`src/exec_pkg.sv`:
```
// shared constants and types for the skip and table-read execution block
package exec_pkg;
    // ************************************************************
    // widths
    // ************************************************************
    localparam int PC_W = 10;
    localparam int WORD_W = 14;
    localparam int DATA_W = 8;
    localparam int ADDR_W = 7;
    localparam int BIT_W = 3;
    localparam int HIGH_W = WORD_W - DATA_W;
    localparam int PAGE_W = PC_W - DATA_W;
    // ************************************************************
    // constants
    // ************************************************************
    localparam logic [PAGE_W-1:0] LAST_PAGE = 2'h3;
    localparam logic [DATA_W-1:0] DATA_RESET = 8'h00;
    localparam logic [HIGH_W-1:0] HIGH_RESET = 6'h00;
    localparam logic [ADDR_W-1:0] ADDR_RESET = 7'h00;
    localparam logic [PC_W-1:0] PC_RESET = 10'h000;

    typedef enum logic [1:0] {
        OP_OTHER,
        OP_SKIP_IF_BIT_ZERO,
        OP_TABLE_READ_CURRENT_PAGE,
        OP_TABLE_READ_LAST_PAGE
    } op_e;

    typedef enum logic [1:0] {
        ST_IDLE,
        ST_SKIP,
        ST_TABLE
    } state_e;
endpackage

```
`src/exec_if.sv`:
```
// carrier between the sequencer and its table-address helper
interface exec_if;
    import exec_pkg::*;
    logic last_page;
    logic [PC_W-1:0] pc;
    logic [DATA_W-1:0] pointer;
    logic [PC_W-1:0] table_addr;
    modport seq (output last_page, output pc, output pointer, input table_addr);
    modport addr (input last_page, input pc, input pointer, output table_addr);
endinterface

```
`src/table_addr_gen.sv`:
```
// forms the program-memory address of a table read
module table_addr_gen (
    exec_if.addr bus
);
    import exec_pkg::*;
    // ************************************************************
    // address: page bits from pc or the last page, low byte from pointer
    // ************************************************************
    always_comb begin
        if (bus.last_page) begin
            bus.table_addr = {LAST_PAGE, bus.pointer};
        end else begin
            bus.table_addr = {bus.pc[PC_W-1:DATA_W], bus.pointer};
        end
    end
endmodule // table_addr_gen

```
`src/bit_skip_and_table_read_exec.sv`:
```
// execution sequencer for bit-test skip and the two table reads
// Overview of operation
// - bit-test skip reads the chosen bit of data memory; zero means skip next.
// - a taken skip inserts a dummy cycle while next fetches; two cycles total.
// - a nonzero bit lets the following instruction run normally.
// - current-page table read fetches pc page plus pointer, low byte to memory.
// - current-page table read puts the high byte into the table-high register.
// - last-page table read fetches last page plus pointer, low byte to memory.
module bit_skip_and_table_read_exec (
    input wire logic clk_sys_in,
    input wire logic rstn_in,
    input wire logic issue_in,
    input wire exec_pkg::op_e op_in,
    input wire logic [exec_pkg::ADDR_W-1:0] mem_addr_in,
    input wire logic [exec_pkg::BIT_W-1:0] bit_sel_in,
    input wire logic [exec_pkg::PC_W-1:0] pc_in,
    input wire logic [exec_pkg::DATA_W-1:0] table_pointer_reg_in,
    input wire logic [exec_pkg::DATA_W-1:0] dmem_rdata_in,
    input wire logic [exec_pkg::WORD_W-1:0] pmem_rdata_in,
    output logic busy_out,
    output logic squash_out,
    output logic done_out,
    output logic [exec_pkg::ADDR_W-1:0] dmem_raddr_out,
    output logic [exec_pkg::PC_W-1:0] pmem_addr_out,
    output logic pmem_rd_out,
    output logic dmem_we_out,
    output logic [exec_pkg::ADDR_W-1:0] dmem_waddr_out,
    output logic [exec_pkg::DATA_W-1:0] dmem_wdata_out,
    output logic [exec_pkg::HIGH_W-1:0] table_high_byte_reg_out
);
    import exec_pkg::*;

    // ************************************************************
    // address helper
    // ************************************************************
    exec_if tbus ();
    assign tbus.last_page = (op_in == OP_TABLE_READ_LAST_PAGE);
    assign tbus.pc = pc_in;
    assign tbus.pointer = table_pointer_reg_in;

    table_addr_gen u_addr (
        .bus(tbus)
    );

    // ************************************************************
    // state
    // ************************************************************
    state_e state;
    state_e next_state;
    logic start_skip;
    logic start_table;
    logic next_busy;
    logic next_done;

    // an op is taken only from idle; an issue while busy is simply dropped
    always_comb begin
        start_skip = 1'b0;
        start_table = 1'b0;
        if (state == ST_IDLE && issue_in) begin
            unique case (op_in)
                OP_SKIP_IF_BIT_ZERO: begin
                    start_skip = 1'b1;
                end
                OP_TABLE_READ_CURRENT_PAGE, OP_TABLE_READ_LAST_PAGE: begin
                    start_table = 1'b1;
                end
                // other opcodes pass through: nothing is shown for them
                OP_OTHER: begin
                    start_table = 1'b0;
                end
            endcase
        end
    end

    // ************************************************************
    // sequencer: every accepted op takes exactly two cycles
    // ************************************************************
    // the next issue may come at the edge after done rises: busy is low by
    // then, so back-to-back ops run every two cycles
    always_comb begin
        next_state = state;
        next_busy = busy_out;
        next_done = 1'b0;
        unique case (state)
            ST_IDLE: begin
                if (start_skip) begin
                    next_state = ST_SKIP;
                    next_busy = 1'b1;
                end else if (start_table) begin
                    next_state = ST_TABLE;
                    next_busy = 1'b1;
                end
            end
            ST_SKIP, ST_TABLE: begin
                next_state = ST_IDLE;
                next_busy = 1'b0;
                next_done = 1'b1;
            end
        endcase
    end

    always_ff @(posedge clk_sys_in or negedge rstn_in) begin
        if (!rstn_in) begin
            state <= ST_IDLE;
            busy_out <= 1'b0;
            done_out <= 1'b0;
        end else begin
            state <= next_state;
            busy_out <= next_busy;
            done_out <= next_done;
        end
    end

    // ************************************************************
    // bit-test skip
    // ************************************************************
    logic [BIT_W-1:0] bit_sel;
    logic [BIT_W-1:0] next_bit_sel;
    logic [ADDR_W-1:0] next_dmem_raddr;
    logic next_squash;
    logic [DATA_W-1:0] bit_hit;
    logic tested_bit;

    // flat and-or pick of the chosen bit; data memory answers in the same cycle
    // that the address is registered, so the pick is used in the busy cycle
    for (genvar i = 0; i < DATA_W; i++) begin : g_bit_pick
        assign bit_hit[i] = dmem_rdata_in[i] & (bit_sel == BIT_W'(i));
    end
    assign tested_bit = |bit_hit;

    // bit index held from issue since the bit input may move on meanwhile
    always_comb begin
        next_bit_sel = bit_sel;
        next_dmem_raddr = dmem_raddr_out;
        next_squash = 1'b0;
        if (start_skip) begin
            next_bit_sel = bit_sel_in;
            next_dmem_raddr = mem_addr_in;
        end
        if (state == ST_SKIP) begin
            // zero bit: following fetch becomes a dummy; else it proceeds
            next_squash = ~tested_bit;
        end
    end

    always_ff @(posedge clk_sys_in or negedge rstn_in) begin
        if (!rstn_in) begin
            bit_sel <= '0;
            dmem_raddr_out <= ADDR_RESET;
            squash_out <= 1'b0;
        end else begin
            bit_sel <= next_bit_sel;
            dmem_raddr_out <= next_dmem_raddr;
            squash_out <= next_squash;
        end
    end

    // ************************************************************
    // table read: program fetch, both pages share one path
    // ************************************************************
    logic [ADDR_W-1:0] dest;
    logic [ADDR_W-1:0] next_dest;
    logic [PC_W-1:0] next_pmem_addr;
    logic next_pmem_rd;

    // program memory answers in the same cycle as the strobe; the helper picks the page
    always_comb begin
        next_dest = dest;
        next_pmem_addr = pmem_addr_out;
        next_pmem_rd = 1'b0;
        if (start_table) begin
            next_dest = mem_addr_in;
            next_pmem_addr = tbus.table_addr;
            next_pmem_rd = 1'b1;
        end
    end

    always_ff @(posedge clk_sys_in or negedge rstn_in) begin
        if (!rstn_in) begin
            dest <= ADDR_RESET;
            pmem_addr_out <= PC_RESET;
            pmem_rd_out <= 1'b0;
        end else begin
            dest <= next_dest;
            pmem_addr_out <= next_pmem_addr;
            pmem_rd_out <= next_pmem_rd;
        end
    end

    // ************************************************************
    // table read: write-back of the fetched word
    // ************************************************************
    logic next_dmem_we;
    logic [ADDR_W-1:0] next_dmem_waddr;
    logic [DATA_W-1:0] next_dmem_wdata;
    logic [HIGH_W-1:0] next_high;

    // address and data stay after the strobe so a slow consumer may look late
    always_comb begin
        next_dmem_we = 1'b0;
        next_dmem_waddr = dmem_waddr_out;
        next_dmem_wdata = dmem_wdata_out;
        next_high = table_high_byte_reg_out;
        if (state == ST_TABLE) begin
            next_dmem_we = 1'b1;
            next_dmem_waddr = dest;
            next_dmem_wdata = pmem_rdata_in[DATA_W-1:0];
            // flags untouched: this block drives no status flags
            next_high = pmem_rdata_in[WORD_W-1:DATA_W];
        end
    end

    always_ff @(posedge clk_sys_in or negedge rstn_in) begin
        if (!rstn_in) begin
            dmem_we_out <= 1'b0;
            dmem_waddr_out <= ADDR_RESET;
            dmem_wdata_out <= DATA_RESET;
            table_high_byte_reg_out <= HIGH_RESET;
        end else begin
            dmem_we_out <= next_dmem_we;
            dmem_waddr_out <= next_dmem_waddr;
            dmem_wdata_out <= next_dmem_wdata;
            table_high_byte_reg_out <= next_high;
        end
    end
endmodule // bit_skip_and_table_read_exec

```
`config.mk`:
```
export PLATFORM = sky130hd
export DESIGN_NAME = bit_skip_and_table_read_exec
export DESIGN_NICKNAME = d
export VERILOG_FILES = /design/src/exec_pkg.sv /design/src/exec_if.sv /design/src/table_addr_gen.sv /design/src/bit_skip_and_table_read_exec.sv
export SDC_FILE = /design/constraint.sdc
export NUM_CORES = 1
export LEC_CHECK = 0
export BUFFER_PORTS_ARGS = -buffer_cell sky130_fd_sc_hd__buf_2
export CAP_MARGIN = 20
export CELL_PAD_IN_SITES_DETAIL_PLACEMENT = 0
export CELL_PAD_IN_SITES_GLOBAL_PLACEMENT = 1
export CORE_MARGIN = 1
export CORE_UTILIZATION = 39
export CTS_BUF_LIST = sky130_fd_sc_hd__clkbuf_16
export DETAILED_ROUTE_END_ITERATION = 7
export GPL_TIMING_DRIVEN = 0
export PLACE_DENSITY_LB_ADDON = 0.1
export SLEW_MARGIN = 0
export SYNTH_ARGS = -nofsm -noshare
export SYNTH_HDL_FRONTEND = slang
export SYNTH_SLANG_ARGS = --single-unit
```
`constraint.sdc`:
```
create_clock -name clk_sys_in -period 3.85 [get_ports clk_sys_in]
set_clock_uncertainty 0.1 [all_clocks]
set_input_delay 0.385 -clock clk_sys_in [delete_from_list [all_inputs] [get_ports clk_sys_in]]
set_output_delay 0.385 -clock clk_sys_in [all_outputs]
set_load 0.03 [all_outputs]
```
==> metrics, run 1 <==
run status=finished, final reports clean; pre-CTS setup slack=2.069 ns; # clock sinks=55; Cell Pwr Density=933.0 nW/µm²; commonest cells in the netlist=dfrtp_1, mux2_2, buf_2; Die W=76.16 µm; HPWL after detailed placement=3207 µm; register area share after synthesis=0.6418; hold path start=pmem_rdata_in[10]; max cap viols=0; Congestion Overflow GR=0; Initial Utilization=0.4120; Leak Pwr=between 1 and 1.5 nW; hold depth=2; number of global-route vias before repair=approximately 1600; CP top delay family=flip-flops; Yosys top cell area share=0.6418; final worst-path setup slack=around 2.1 ns; ys flop type=dfrtp_1; Fmax=roughly 570 MHz; worst slew pin tran=0.4154 ns; cell depth of the worst flop-to-flop path=5; Worst setup EP type=flop; Hold Vio Cnt, Final=0; DIE AREA=slightly below 6000 µm²; top-count cell post-synth=dfrtp_1; largest cells by area after synthesis=dfrtp_1, mux2_2, mux2i_1, ha_1, buf_2; Layout area overhead=32.61%; Post-DRT Antenna Nets=0; Final #Nets=292; clock period minus worst slack=1.753 ns; I/O Buffers=between 80 and 90; RSZ-0062 raised after global routing=no; Yosys top cell by area=dfrtp_1; #FFs+latches synth=55; root buf cell=clkbuf_16; Ports=98; routed vias=1432; CP Launch Type=flop; Die Y=76.16 µm; Max clock buf depth=2; share of layout cells above drive strength 1=0.6340; critical path cell sequence=inv_1 > ha_1 > nand3_1 > buf_2 > mux2_2; slowest CP cell=dfrtp_1; Max-slew headroom=0.7201; CP Data Arrival Time=between 1.5 and 2 ns; worst skew pair latency=about 0.28 ns; Post-CTS Repair Setup Buffers=0; Worst R2R Start=state[0]; syn nets=194; clock-pin slew on the worst setup and hold paths=0.06 ns; Worst Path Buf+Inv=2; DR vias/cell=~4.7; GRT Util Overall=0.1553; H-tree levels=2; Tcrit/Tclk final=0.4554; worst flop-to-flop path endpoint=dest[3]; # setup viols final=0; r2r setup slk=2.10 ns; Max Slew Vio Count=0; Synth Cell Area=between 2000 and 2500 µm²; global-route wire length before repair=7031 µm; pin count of the biggest net entering global routing=38; WP data required=slightly below 4 ns; Fin Setup TNS=0 ns; crit-path max FO=10; Antenna diodes=0; initial DRC count=25; Synth async-reset ratio=1.000; critical path class=flop to flop; YS warnings=0; GP Congestion=0.7301; worst stage delay on the critical path=0.39 ns; First-pass DRT Iterations=2; Post-synth EDFFs=0; DR WL/cell=13.71 µm; maximum VDD drop=0.0003951 V; DRC viols=0; Num CTS Buffers=5; Synth Instances=136; TritonCTS clock tree=built; initial antenna violation count=0; Min-Delay Endpoint=table_high_byte_reg_out[2]; syn_area_per_cell=about 16 µm²; Total Wirelength=4183 µm; Core Rows=26; Hold Path Class=input port to flop; core outline area=5205 µm²; post-synth cell types=19
[cells by family after synthesis]
group	after synthesis	share of synthesized area
AOI/OAI and AO/OA	8	0.02159
buffers and inverters	9	0.02217
muxes	51	0.2707
adders and majority gates	3	0.01750
and+or+nand+nor	10	0.02626
DFF	55	0.6418
[worst max-delay path by stage]
stage	start	endpoint	cells past startpoint	slack, ns
after floorplan	state[0]	dest[0]	5	2.34
after global placement	state[0]	dest[5]	5	2.16
after detailed placement	state[0]	pmem_addr_out[3]	5	2.07
after CTS	state[0]	dest[3]	5	2.06
after global routing	state[0]	dest[5]	5	2.00
final	state[0]	dest[3]	5	2.10
[layout by cell type (no fill, tap or decap)]
cell type	instances
a21boi_0	1
a21oi_1	2
a31o_2	1
and2_1	1
buf_12	1
buf_2	94
buf_6	1
clkbuf_16	5
clkinv_1	2
dfrtp_1	55
dlygate4sd3_1	1
ha_1	3
inv_1	4
mux2_2	46
mux2i_1	4
mux4_2	1
nand2_1	2
nand3_1	2
nand4b_1	1
nor2_1	2
nor2b_1	1
nor4bb_1	1
o21ai_0	4
[cell type report]
class / instances / area (µm²)
Buffer: 6 / 36.28
Clock buffer: 5 / 125.1
Clock inverter: 3 / 11.26
Fill cell: 474 / 2361
Inverter: 3 / 11.26
Multi-Input combinational cell: 72 / 720.7
Sequential cell: 55 / 1376
Tap cell: 70 / 87.58
Timing Repair Buffer: 91 / 475.5
[timing repair]
action | in CTS | in global routing
hold endpoints to repair | 18 | 0
resized for setup | 0 | 0
hold buffers | 1 | 0
[layer usage]
| metal | share of wire | GRT usage |
|---|---|---|
| met5 | 0 | 0 |
| met1 | 0.40 | 0.1682 |
| met3 | 0.079 | 0.05749 |
| met4 | 0.022 | 0.05769 |
| met2 | 0.50 | 0.2764 |
[through the flow]
stage          total power, mW    util  std cells  instance area (µm²)  hold slack [ns]
2_1_floorplan            1.895       -        136                 2145         -0.01059
3_3_place_gp             2.217  0.5144        295                 2678           0.3627
3_5_place_dp             2.268  0.5183        296                 2698           0.2440
4_1_cts                  2.690  0.5464        305                 2844           0.2242
5_1_grt                  2.812  0.5464        305                 2844           0.2209
6_report                 2.653  0.5464        305                 2844           0.2297
[where the power goes]
group	internal [mW]	switching (mW)
Clock	0.234	0.180
Combinational	0.495	0.750
Sequential	0.864	0.130
[sequential cells by signal (all words and copies together), names as in the netlist]
name	count
squash_out	1
dmem_we_out	1
state	2
busy_out	1
dmem_wdata_out	8
dest	7
dmem_raddr_out	7
pmem_rd_out	1
done_out	1
bit_sel	3
table_high_byte_reg_out	6
dmem_waddr_out	7
pmem_addr_out	10
Power figures use the tool's default switching activity.
==> inputs of run 2 (changes only) <==
--- a/config.mk
+++ b/config.mk
@@ -10,7 +10,7 @@
 export CELL_PAD_IN_SITES_DETAIL_PLACEMENT = 0
 export CELL_PAD_IN_SITES_GLOBAL_PLACEMENT = 1
 export CORE_MARGIN = 1
-export CORE_UTILIZATION = 39
+export CORE_UTILIZATION = 36
 export CTS_BUF_LIST = sky130_fd_sc_hd__clkbuf_16
 export DETAILED_ROUTE_END_ITERATION = 7
 export GPL_TIMING_DRIVEN = 0
==> constraint.sdc (replaced) <==
create_clock -name clk_sys_in -period 1.7 [get_ports clk_sys_in]
set_clock_uncertainty 0.1 [all_clocks]
set_input_delay 0.17 -clock clk_sys_in [delete_from_list [all_inputs] [get_ports clk_sys_in]]
set_output_delay 0.17 -clock clk_sys_in [all_outputs]
set_load 0.03 [all_outputs]
==> metrics, run 2 (same netlist as run 1, synthesis figures left out) <==
Congestion Overflow GR=0; worst stage delay on the critical path=0.38 ns; Core Rows=27; pre-CTS setup slack=-0.06626 ns; Layout area overhead=33.66%; CP Data Arrival Time=1.69 ns; Total Wirelength=between 4000 and 5000 µm; DR vias/cell=4.703; Final #Nets=292; Die W=a little under 80 µm; commonest non-fill, non-tap cell in the layout=buf_2; initial DRC count=56; crit path to=dmem_raddr_out[5]; HPWL after detailed placement=3128 µm; Post-DP Area=2700 µm²; DRC viols=0; M2 GR Usage=0.2405; crit-path max FO=10; GRT Util Overall=0.1417; gr busiest metal=met2; GP Congestion=0.7099; root buf cell=clkbuf_16; critical path cell sequence=inv_1 > ha_1 > nand4b_1 > buf_6 > mux2_2; worst skew pair latency=0.28 ns; Ports=98; cell depth of the worst flop-to-flop path=5; CP startpoint=state[0]; final worst-path setup slack=0.07791 ns; Max Slew Vio Count=0; Cell Pwr Density=2102 nW/µm²; global-route wire length before repair=6768 µm; number of global-route vias before repair=between 1000 and 1500; Antenna diodes=0; routed vias=1439; # setup viols final=0; core outline area=5608 µm²; met3 usage=0.04023; I/O Buffers=89; WHS=approximately 0.016 ns; Initial Utilization=0.3824; initial antenna violation count=0; Leak Pwr=1.416 nW; Post-DRT Antenna Nets=0; DIE AREA=around 6300 µm²; Max-slew headroom=0.7193; Fmax=616.5 MHz; First-pass DRT Iterations=4; share of layout cells above drive strength 1=0.6453; Top Registers=pmem_addr_out: 10 flops, dmem_wdata_out: 8 flops; Hold Vio Cnt, Final=0; Worst R2R Start=state[0]; Top reg by flops=pmem_addr_out; TritonCTS clock tree=built; Num CTS Buffers=5; most frequent cells in the layout=buf_2, dfrtp_1, mux2_2, clkbuf_16; max reg flops=10; run status=finished, final reports clean; Max clock buf depth=2; worst flop-to-flop path endpoint=dmem_raddr_out[5]; number of fillers in the final layout=526; DR WL/cell=13.83 µm; critical path class=flop to flop; grt met1 use=0.1731; clock period minus worst slack=1.622 ns; Hold Path Class=input port to flop; Worst setup EP type=flop; WP data required=between 1.5 and 2 ns; r2r setup slk=0.08 ns; H-tree levels=2; pin count of the biggest net entering global routing=40; fin area=~2900 µm²; clock-pin slew on the worst setup and hold paths=~0.060 ns; max cap viols=0; # clock sinks=55; maximum VDD drop=0.0008419 V; RSZ-0062 raised after global routing=yes; Tcrit/Tclk final=0.9542; Die Y=a little under 80 µm; worst slew pin tran=0.4166 ns; CP Launch Type=flop; slowest CP cell=dfrtp_1
[run 2: cell types whose count changed in the layout (fill, tap and decap cells not counted)]
cell and change:
buf_2 -4, buf_4 +1, buf_6 +2, clkbuf_4 +1
clkinv_1 -1, clkinv_2 +1, inv_1 -1, nand3_1 -1
nand3_2 +1
[run 2: metal layers]
metal  vias up  wire length (µm)
met5         -                 0
met4         0                53
met3         6               257
met2        51              2090
met1       711              1830
li1        671                 -
[run 2: how the worst min path moves through the flow]
stage	from	to	slack, ns	cells past startpoint
final	table_pointer_reg_in[5]	pmem_addr_out[5]	0.02	2
after global routing	pmem_rdata_in[0]	dmem_wdata_out[0]	0.01	2
after CTS	table_pointer_reg_in[5]	pmem_addr_out[5]	0.01	2
after global placement	pmem_rdata_in[0]	dmem_wdata_out[0]	0.30	2
after floorplan	rstn_in	bit_sel[0]	-0.23	0
after detailed placement	rstn_in	table_high_byte_reg_out[3]	0.02	1
[run 2: worst max-delay path, delay by kind of cell (launching register included)]
family                     cells  cell delay [ns]
muxes                          1             0.35
and+or+nand+nor                1             0.14
DFF                            1             0.38
buffers and inverters          2             0.25
adders and majority gates      1             0.28
[run 2: metrics by stage]
| step | util | total power, mW | setup TNS, ns | instances |
|---|---|---|---|---|
| after global routing | 0.5112 | 6.372 | -0.02494 | 306 |
| after floorplan | - | 4.291 | 0 | 136 |
| after detailed placement | 0.4815 | 5.133 | -0.7386 | 298 |
| final | 0.5112 | 6.025 | 0 | 306 |
| after CTS | 0.5080 | 6.097 | 0 | 306 |
| after global placement | 0.4779 | 5.022 | 0 | 297 |
[run 2: layout make-up]
cell class              instances  area (µm²)  area share
flip-flops and latches         55        1376      0.4801
multi-input cells              72       725.7      0.2532
repair buffers                 91       475.5      0.1659
clock buffers                   5       125.1     0.04365
well taps                      72       90.09     0.03143
plain buffers                   6       53.80     0.01877
inverters                       3       11.26    0.003928
clock inverters                 2       8.758    0.003055
[run 2: power by group]
group | leakage (nW) | switching (mW) | total, mW | internal, mW
Clock | 0.0671 | 0.413 | 0.942 | 0.530
Sequential | 0.656 | 0.286 | 2.24 | 1.96
Combinational | 0.693 | 1.70 | 2.84 | 1.14
Total | 1.42 | 2.40 | 6.02 | 3.63
[run 2: what timing repair did]
action / 4_1_cts / 5_1_grt
setup buffers: 0 / 0
setup endpoints to repair: 20 / 28
hold endpoints to repair: 16 / 0
gates resized for setup: 2 / 6
pin swaps: 0 / 0
hold buffers: 1 / 0
